===== src/gpf_pkg.sv =====
package gpf_pkg;
  localparam int GPF_PINS = 8;
  localparam int GPF_AW = 4;
  localparam int GPF_DW = 16;
  // Register offsets
  localparam logic [3:0] GPF_OFS_VALUE = 4'h0;
  localparam logic [3:0] GPF_OFS_DIR = 4'h1;
  localparam logic [3:0] GPF_OFS_PULL = 4'h2;
  localparam logic [3:0] GPF_OFS_FLAG = 4'h3;
  localparam logic [3:0] GPF_OFS_EVCTL = 4'h4;
  localparam logic [3:0] GPF_OFS_DEB = 4'h5;
  localparam logic [3:0] GPF_OFS_MODE = 4'h6;
  localparam logic [3:0] GPF_OFS_KEYCFG = 4'h7;
  localparam logic [3:0] GPF_OFS_GROUP = 4'h8;
  localparam int GPF_HI_LSB = 8;
  localparam logic [7:0] GPF_RST_BYTE = 8'h00;
  localparam logic [7:0] GPF_RST_MODE = 8'h00;
  localparam logic [1:0] GPF_RST_KEY = 2'h0;
  // Three ticks: the first may land at once, so 2 to 3 periods
  localparam int GPF_DEB_TICKS = 3;
  localparam logic [1:0] GPF_KEY_OFF = 2'h0;
  localparam logic [1:0] GPF_KEY_P01 = 2'h1;
  localparam logic [1:0] GPF_KEY_P012 = 2'h2;
  localparam logic [1:0] GPF_KEY_P0123 = 2'h3;

  typedef struct packed {
    logic [3:0] addr;
    logic [15:0] wdata;
    logic wr;
    logic rd;
  } gpf_bus_t;

  typedef struct packed {
    logic [7:0] drive_out;
    logic [7:0] drive_oe;
    logic [7:0] pull_up_on;
    logic [7:0] pull_down_on;
  } gpf_pad_t;

  typedef enum logic [1:0] {
    GPF_DB_IDLE,
    GPF_DB_COUNT
  } gpf_db_state_t;
endpackage


===== src/gpf_clkdiv.sv =====
`timescale 1ns/10ps
module gpf_clkdiv #(
  parameter int DIV = 4
) (
  input wire logic clk_sys,
  input wire logic nrst,
  output logic tick
);
  import gpf_pkg::*;
  typedef struct packed {
    logic [15:0] cnt;
    logic tick;
  } gpf_div_st_t;
  gpf_div_st_t s_q, s_d;

  always_comb begin
    s_d = s_q;
    s_d.tick = 1'b0;
    if (s_q.cnt >= 16'(DIV - 1)) begin
      s_d.cnt = 16'h0000;
      s_d.tick = 1'b1;
    end else begin
      s_d.cnt = s_q.cnt + 16'h0001;
    end
  end

  always_ff @(posedge clk_sys or negedge nrst) begin
    if (!nrst) begin
      s_q <= '0;
    end else begin
      s_q <= s_d;
    end
  end

  assign tick = s_q.tick;
endmodule


===== src/gpf_debounce.sv =====
`timescale 1ns/10ps
module gpf_debounce (
  input wire logic clk_sys,
  input wire logic nrst,
  input wire logic tick,
  input wire logic din,
  output logic dout
);
  import gpf_pkg::*;
  typedef struct packed {
    gpf_db_state_t st;
    logic [1:0] cnt;
    logic out;
  } gpf_db_st_t;
  gpf_db_st_t s_q, s_d;

  always_comb begin
    s_d = s_q;
    case (s_q.st)
      GPF_DB_IDLE: begin
        if (din != s_q.out) begin
          s_d.st = GPF_DB_COUNT;
          s_d.cnt = 2'h0;
        end
      end
      GPF_DB_COUNT: begin
        if (din == s_q.out) begin
          s_d.st = GPF_DB_IDLE;
        end else if (tick) begin
          if (s_q.cnt == 2'(GPF_DEB_TICKS - 1)) begin
            s_d.out = din;
            s_d.st = GPF_DB_IDLE;
          end else begin
            s_d.cnt = s_q.cnt + 2'h1;
          end
        end
      end
      default: s_d.st = GPF_DB_IDLE;
    endcase
  end

  always_ff @(posedge clk_sys or negedge nrst) begin
    if (!nrst) begin
      s_q <= '0;
    end else begin
      s_q <= s_d;
    end
  end

  assign dout = s_q.out;
endmodule


===== src/gpf_port.sv =====
// The implementer's own choices: the strobed register port and the register offsets.
`timescale 1ns/10ps
module gpf_port #(
  parameter logic [7:0] GPIO_MASK = 8'hFF,
  parameter logic [7:0] EVENT_MASK = 8'hFF,
  parameter logic [7:0] FILTER_MASK = 8'hFF,
  parameter int FILTER_DIV = 4
) (
  input wire logic clk_sys,
  input wire logic nrst,
  input gpf_pkg::gpf_bus_t bus,
  output logic [15:0] rdata,
  input wire logic [7:0] pin_in,
  output gpf_pkg::gpf_pad_t pad,
  input wire logic [7:0] periph_out,
  input wire logic [7:0] periph_oe,
  output logic [7:0] periph_in,
  input wire logic debounce_clock_stopped,
  output logic event_irq,
  output logic key_reset_req
);
  import gpf_pkg::*;

  typedef struct packed {
    logic [7:0] pin_drive_value;
    logic [7:0] pin_input_enable;
    logic [7:0] pin_output_enable;
    logic [7:0] pull_direction_select;
    logic [7:0] pull_resistor_enable;
    logic [7:0] pin_event_flag;
    logic [7:0] trigger_edge_select;
    logic [7:0] pin_event_enable;
    logic [7:0] debounce_enable;
    logic [7:0] peripheral_function_select;
    logic [1:0] key_reset_combination;
    logic [7:0] pin_sampled_value;
    logic [7:0] edge_prev;
    logic [15:0] rdata;
    gpf_pad_t pad;
    logic [7:0] periph_in;
    logic event_irq;
    logic key_reset_req;
  } gpf_state_t;

  gpf_state_t s_q, s_d;
  logic tick;
  logic [7:0] filt;
  logic [7:0] eff_in;
  logic [7:0] key_mask;

  function automatic logic [7:0] gpf_hi(input logic [15:0] w);
    gpf_hi = w[15:GPF_HI_LSB];
  endfunction

  function automatic logic [7:0] gpf_lo(input logic [15:0] w);
    gpf_lo = w[7:0];
  endfunction

  function automatic logic gpf_hit(input gpf_bus_t b, input logic [3:0] o);
    gpf_hit = b.wr && (b.addr == o);
  endfunction

  gpf_clkdiv #(
    .DIV(FILTER_DIV)
  ) u_div (
    .clk_sys(clk_sys),
    .nrst(nrst),
    .tick(tick)
  );

  genvar gi;
  generate
    for (gi = 0; gi < GPF_PINS; gi++) begin : g_filt
      gpf_debounce u_db (
        .clk_sys(clk_sys),
        .nrst(nrst),
        .tick(tick),
        .din(pin_in[gi]),
        .dout(filt[gi])
      );
    end
  endgenerate

  always_comb begin
    eff_in = pin_in;
    for (int i = 0; i < GPF_PINS; i++) begin
      if (FILTER_MASK[i] && s_q.debounce_enable[i] &&
          !debounce_clock_stopped) begin
        eff_in[i] = filt[i];
      end
    end
    case (s_q.key_reset_combination)
      GPF_KEY_P01: key_mask = 8'h03;
      GPF_KEY_P012: key_mask = 8'h07;
      GPF_KEY_P0123: key_mask = 8'h0F;
      default: key_mask = 8'h00;
    endcase
  end

  always_comb begin
    logic [7:0] gmode;
    logic [7:0] rise;
    logic [7:0] fall;
    logic [7:0] hit;
    logic [7:0] clr;
    gmode = '0;
    rise = '0;
    fall = '0;
    hit = '0;
    clr = '0;
    s_d = s_q;
    gmode = ~s_q.peripheral_function_select & GPIO_MASK;

    // Register writes
    if (gpf_hit(bus, GPF_OFS_VALUE)) begin
      s_d.pin_drive_value = gpf_hi(bus.wdata);
    end
    if (gpf_hit(bus, GPF_OFS_DIR)) begin
      s_d.pin_input_enable = gpf_hi(bus.wdata);
      s_d.pin_output_enable = gpf_lo(bus.wdata);
    end
    if (gpf_hit(bus, GPF_OFS_PULL)) begin
      s_d.pull_direction_select = gpf_hi(bus.wdata);
      s_d.pull_resistor_enable = gpf_lo(bus.wdata);
    end
    if (gpf_hit(bus, GPF_OFS_EVCTL)) begin
      s_d.trigger_edge_select = gpf_hi(bus.wdata);
      s_d.pin_event_enable = gpf_lo(bus.wdata);
    end
    if (gpf_hit(bus, GPF_OFS_DEB)) begin
      s_d.debounce_enable = gpf_lo(bus.wdata) & FILTER_MASK;
    end
    if (gpf_hit(bus, GPF_OFS_MODE)) begin
      s_d.peripheral_function_select = gpf_lo(bus.wdata);
    end
    if (gpf_hit(bus, GPF_OFS_KEYCFG)) begin
      s_d.key_reset_combination = bus.wdata[1:0];
    end
    if (gpf_hit(bus, GPF_OFS_FLAG)) begin
      clr = gpf_lo(bus.wdata);
    end

    // non-GPIO pins held at reset state
    s_d.pin_drive_value &= GPIO_MASK;
    s_d.pin_input_enable &= GPIO_MASK;
    s_d.pin_output_enable &= GPIO_MASK;
    s_d.pull_direction_select &= GPIO_MASK;
    s_d.pull_resistor_enable &= GPIO_MASK;
    s_d.trigger_edge_select &= GPIO_MASK & EVENT_MASK;
    s_d.pin_event_enable &= GPIO_MASK & EVENT_MASK;

    // value seen one clock before read
    s_d.pin_sampled_value = pin_in & s_q.pin_input_enable & gmode;

    rise = eff_in & ~s_q.edge_prev;
    fall = ~eff_in & s_q.edge_prev;
    hit = (s_q.trigger_edge_select & fall) |
      (~s_q.trigger_edge_select & rise);
    s_d.edge_prev = eff_in;
    hit &= EVENT_MASK & gmode & s_q.pin_input_enable;
    s_d.pin_event_flag = (s_q.pin_event_flag & ~clr) | hit;

    s_d.event_irq = |(s_d.pin_event_flag & s_d.pin_event_enable);

    s_d.key_reset_req = (key_mask != 8'h00) &&
      ((eff_in & key_mask) == 8'h00);

    // Pad drive
    for (int i = 0; i < GPF_PINS; i++) begin
      if (s_q.peripheral_function_select[i] || !GPIO_MASK[i]) begin
        s_d.pad.drive_out[i] = periph_out[i];
        s_d.pad.drive_oe[i] = periph_oe[i] & s_q.peripheral_function_select[i];
        s_d.pad.pull_up_on[i] = 1'b0;
        s_d.pad.pull_down_on[i] = 1'b0;
      end else begin
        s_d.pad.drive_out[i] = s_q.pin_drive_value[i];
        s_d.pad.drive_oe[i] = s_q.pin_output_enable[i];
        s_d.pad.pull_up_on[i] = !s_q.pin_output_enable[i] &&
          s_q.pull_resistor_enable[i] && s_q.pull_direction_select[i];
        s_d.pad.pull_down_on[i] = !s_q.pin_output_enable[i] &&
          s_q.pull_resistor_enable[i] && !s_q.pull_direction_select[i];
      end
    end
    s_d.periph_in = pin_in & s_q.peripheral_function_select;

    // Read data one cycle after strobe
    s_d.rdata = 16'h0000;
    if (bus.rd) begin
      case (bus.addr)
        GPF_OFS_VALUE: s_d.rdata = {s_q.pin_drive_value,
          s_q.pin_sampled_value};
        GPF_OFS_DIR: s_d.rdata = {s_q.pin_input_enable,
          s_q.pin_output_enable};
        GPF_OFS_PULL: s_d.rdata = {s_q.pull_direction_select,
          s_q.pull_resistor_enable};
        GPF_OFS_FLAG: s_d.rdata = {8'h00, s_q.pin_event_flag};
        GPF_OFS_EVCTL: s_d.rdata = {s_q.trigger_edge_select,
          s_q.pin_event_enable};
        GPF_OFS_DEB: s_d.rdata = {8'h00, s_q.debounce_enable};
        GPF_OFS_MODE: s_d.rdata = {8'h00, s_q.peripheral_function_select};
        GPF_OFS_KEYCFG: s_d.rdata = {14'h0000, s_q.key_reset_combination};
        GPF_OFS_GROUP: s_d.rdata = {15'h0000, s_q.event_irq};
        default: s_d.rdata = 16'h0000;
      endcase
    end
  end

  always_ff @(posedge clk_sys or negedge nrst) begin
    if (!nrst) begin
      s_q <= '0;
    end else begin
      s_q <= s_d;
    end
  end

  assign rdata = s_q.rdata;
  assign pad = s_q.pad;
  assign periph_in = s_q.periph_in;
  assign event_irq = s_q.event_irq;
  assign key_reset_req = s_q.key_reset_req;
endmodule


===== config.mk =====
export PLATFORM = sky130hd
export DESIGN_NAME = gpf_port
export DESIGN_NICKNAME = d
export VERILOG_FILES = /design/src/gpf_pkg.sv /design/src/gpf_clkdiv.sv /design/src/gpf_debounce.sv /design/src/gpf_port.sv
export SDC_FILE = /design/constraint.sdc
export NUM_CORES = 1
export LEC_CHECK = 0
export BUFFER_PORTS_ARGS = -buffer_cell sky130_fd_sc_hd__buf_2
export CAP_MARGIN = 10
export CORE_ASPECT_RATIO = 0.8
export CORE_MARGIN = 3
export CORE_UTILIZATION = 35
export DETAILED_ROUTE_END_ITERATION = 16
export PLACE_DENSITY = 0.52
export SETUP_SLACK_MARGIN = 0.15
export SKIP_LAST_GASP = 1
export SLEW_MARGIN = 20
export SYNTH_ARGS = -nofsm -noshare
export SYNTH_HDL_FRONTEND = slang
export SYNTH_SLANG_ARGS = --single-unit
export TNS_END_PERCENT = 100

===== constraint.sdc =====
create_clock -name clk_sys -period 1.7 [get_ports clk_sys]
set_clock_uncertainty 0.15 [all_clocks]
set_input_delay 0 -clock clk_sys [delete_from_list [all_inputs] [get_ports clk_sys]]
set_output_delay 0 -clock clk_sys [all_outputs]
set_load 0.05 [all_outputs]

==> reports/qor.csv <==
stage,metric,value,unit
grt,grt_pass1_vias,6767,
sta,period_needed,1.66,ns
worst_setup_path,slowest_stage,dfrtp_1,
power,power,16.6,mW
placement,place.gp.congestion,0.833,
routing,antenna_left,0,
synthesis,synth_area_per_cell,12.6,um2
floorplan,die_h,149,um
worst_setup_path,path_cells,and3b_1 -> a21o_1 -> a221o_1 -> a22oi_2 -> nand4_1,
clock_network,postCtsHoldBufs,54,
synthesis,synth_top_area_cell,dfrtp_1,
cells_and_area,final_cell_mix,"dfrtp_1 (204), buf_2 (105), mux2_2 (86)",
worst_setup_path,worst-path-max-fanout,3,
clock_network,cts_tree,done,
placement,dp_slack,-0.0774,ns
worst_setup_path,cp.buffers_inverters,0,
cells_and_area,layout-drive-gt1-share,36.9,%
worst_setup_path,cp_data_arrival_time,1.91,ns
synthesis,async_reset_ff_share,100,%
synthesis,ys_seq_elements,205,
power,peakVddDrop,969,uV
clock_network,htree_levels,1,
routing,routed_via_density,5.13,
clock_network,root_buffer,clkbuf_16,
synthesis,syn_inst,714,
placement,io_buffers,106,
worst_setup_path,critical_path.max_stage_delay,0.39,ns
sta,finalCritPeriodShare,97.9,%
synthesis,yosys_warnings,0,
worst_setup_path,startpoint_type,flop,
clock_network,cts_buffer_depth,3,
worst_setup_path,crit_path_end_kind,flop,
cells_and_area,final_common_cell,dfrtp_1,
sta,rsz0062_at_grt,yes,
cells_and_area,final-seq-area,5130,um2
power,power.density,1430,nW/um2
floorplan,fp-row-count,51,
routing,wl,24.0,mm
floorplan,initial_utilization,36.3,%
clock_network,cts.sinks,205,
routing,drc_errors,0,
routing,drt_pre_antenna_iters,7,
grt,antenna_found_initial,0,
grt,grt_pass1_wl,38.2,mm
synthesis,ys_types,51,
job,cap_violations,0,
routing,drtIter0Drc,525,
grt,grt_max_degree,83,
sta,fin_ws,0.0356,ns
cells_and_area,multiInputGateArea,3420,um2
sta,hold_viol_final,5,
sta,holdWs,-0.0784,ns
grt,overflow,0,
status,status,"complete, but fails checks",
floorplan,core_area,24800,um2
synthesis,synthDominantCellAreaShare,57.1,%
cells_and_area,num_antenna_cells,0,
worst_setup_path,critPathRequiredTime,1.94,ns
routing,wl_per_cell,19.2,um
synthesis,syn_area,8980,um2
grt,grtUsageTotal,17.6,%
floorplan,dieArea,27600,um2
floorplan,ios,107,
worst_setup_path,path_delay_family,compound AO/OA/AOI/OAI gates,
placement,hpwl,16.7,mm
synthesis,synth_flop_cell,dfrtp_1,
clock_network,clk_pin_slew,0.06,ns
worst_setup_path,reg2regPathDepth,5,
synthesis,ys_top_cells_by_area,"dfrtp_1 (57%), mux2_2 (11%), buf_4 (4.7%)",
sta,setup_violations,0,
worst_hold_path,hp-class,input port to flop,
worst_setup_path,worst-path-stages,5,
worst_hold_path,min_path_cells,3,
sta,drv_slew,0,
sta,fmax,601,MHz
clock_network,cts_made_buffers,24,
cells_and_area,fin_util,46.9,%
status,violations,hold timing,
floorplan,dieWidth,185,um
worst_setup_path,worstSetupPathType,flop to flop,
synthesis,yosysSeqAreaShare,57.1,%
cells_and_area,fillers,2254,
synthesis,synth_edf_count,0,
power,leakagePower,5.48,nW
cells_and_area,syn_to_final_growth,29.3,%
clock_network,clock_latency,0.51,ns
routing,vias,6397,
cells_and_area,final_nets,973,
-- cell type report --
cell class / count / share of cell area [%]
Tap cell: 318 / 3.43
Multi-Input combinational cell: 423 / 29.4
Clock buffer: 30 / 5.89
Inverter: 20 / 0.646
Sequential cell: 205 / 44.2
Clock inverter: 10 / 1.34
Timing Repair Buffer: 241 / 15.1
-- power breakdown --
group | switching [mW] | total, mW | internal, mW | leakage [nW]
registers | 0.890 | 6.89 | 6.00 | 2.55
logic | 2.29 | 4.27 | 1.98 | 2.51
clock network | 2.00 | 5.43 | 3.43 | 0.410
total | 5.18 | 16.6 | 11.4 | 5.48
-- worst paths after layout --
kind                                              from                      to  slack (ns)
worst max-delay path               s_q[84]$_DFFE_PN0P_     event_irq$_DFF_PN0_        0.04
worst min-delay path            debounce_clock_stopped       s_q[61]$_DFF_PN0_       -0.08
worst max register to register     s_q[84]$_DFFE_PN0P_     event_irq$_DFF_PN0_        0.04
worst min register to register  u_div.s_q[1]$_DFF_PN0_  u_div.s_q[1]$_DFF_PN0_        0.32
max in group asynchronous                         nrst  u_div.s_q[8]$_DFF_PN0_        0.32
min in group asynchronous                         nrst       s_q[61]$_DFF_PN0_        0.39
-- cells in the mapped netlist (15+ instances only) --
master	instances
o21ai_0	19
nor2b_1	15
a21oi_1	15
clkbuf_1	15
mux2_2	86
a22oi_1	32
nand2_1	33
dfrtp_1	205
nand3_1	15
nor4b_1	16
inv_1	20
buf_4	56
-- stage by stage --
stage / area [um2] / TNS, ns / cells
6_report: 11600 / 0 / 1247
5_1_grt: 11600 / -0.0464 / 1247
4_1_cts: 11500 / 0 / 1241
3_5_place_dp: 10000 / -0.107 / 1143
3_3_place_gp: 10000 / -0.113 / 1143
2_1_floorplan: 9050 / 0 / 727
-- layer usage --
metal | vias up | global-route usage [%] | part of all wire, %
li1 | 2948 | - | -
met2 | 188 | 28.7 | 46
met3 | 40 | 2.75 | 5.4
met4 | 0 | 3.79 | 2.2
met1 | 3221 | 25.1 | 46
met5 | - | 0 | 0
-- kinds of logic (layout without fill, tap and decap cells) --
kind of cell / count (synthesis) / after routing / synth area share, %
flip-flops: 205 / 205 / 57.1
AND/OR/NAND/NOR: 163 / 163 / 11.4
AO/OA/AOI/OAI: 130 / 130 / 10.4
multiplexers: 99 / 99 / 12.3
buffers and inverters: 99 / 301 / 6.66
adder cells (fa/ha/maj): 9 / 9 / 1.25
XOR/XNOR: 8 / 8 / 0.780
other: 1 / 14 / 0.0417
-- worst min-delay path, stage by stage --
cell,delay (ns)
buf_2,0.23
nor2b_2,0.18
o21ai_1,0.11
-- sequential cells by signal (all words and copies together) (netlist names) --
name and cells:
pad 32, periph_in 8, rdata 16, s_q 98, event_irq 1, key_reset_req 1
u_div.s_q 16, g_filt.u_db.dout 8, g_filt.u_db.s_q 24, u_div.tick 1
-- repair_timing --
item                                    in CTS  in global routing
endpoints found under the setup margin       3                 16
buffers inserted                             4                  6
pin swaps                                    4                  2
endpoints found under the hold margin      377                  5
resized for setup                            5                 18
No activity file was read; power rests on OpenSTA's default activity.
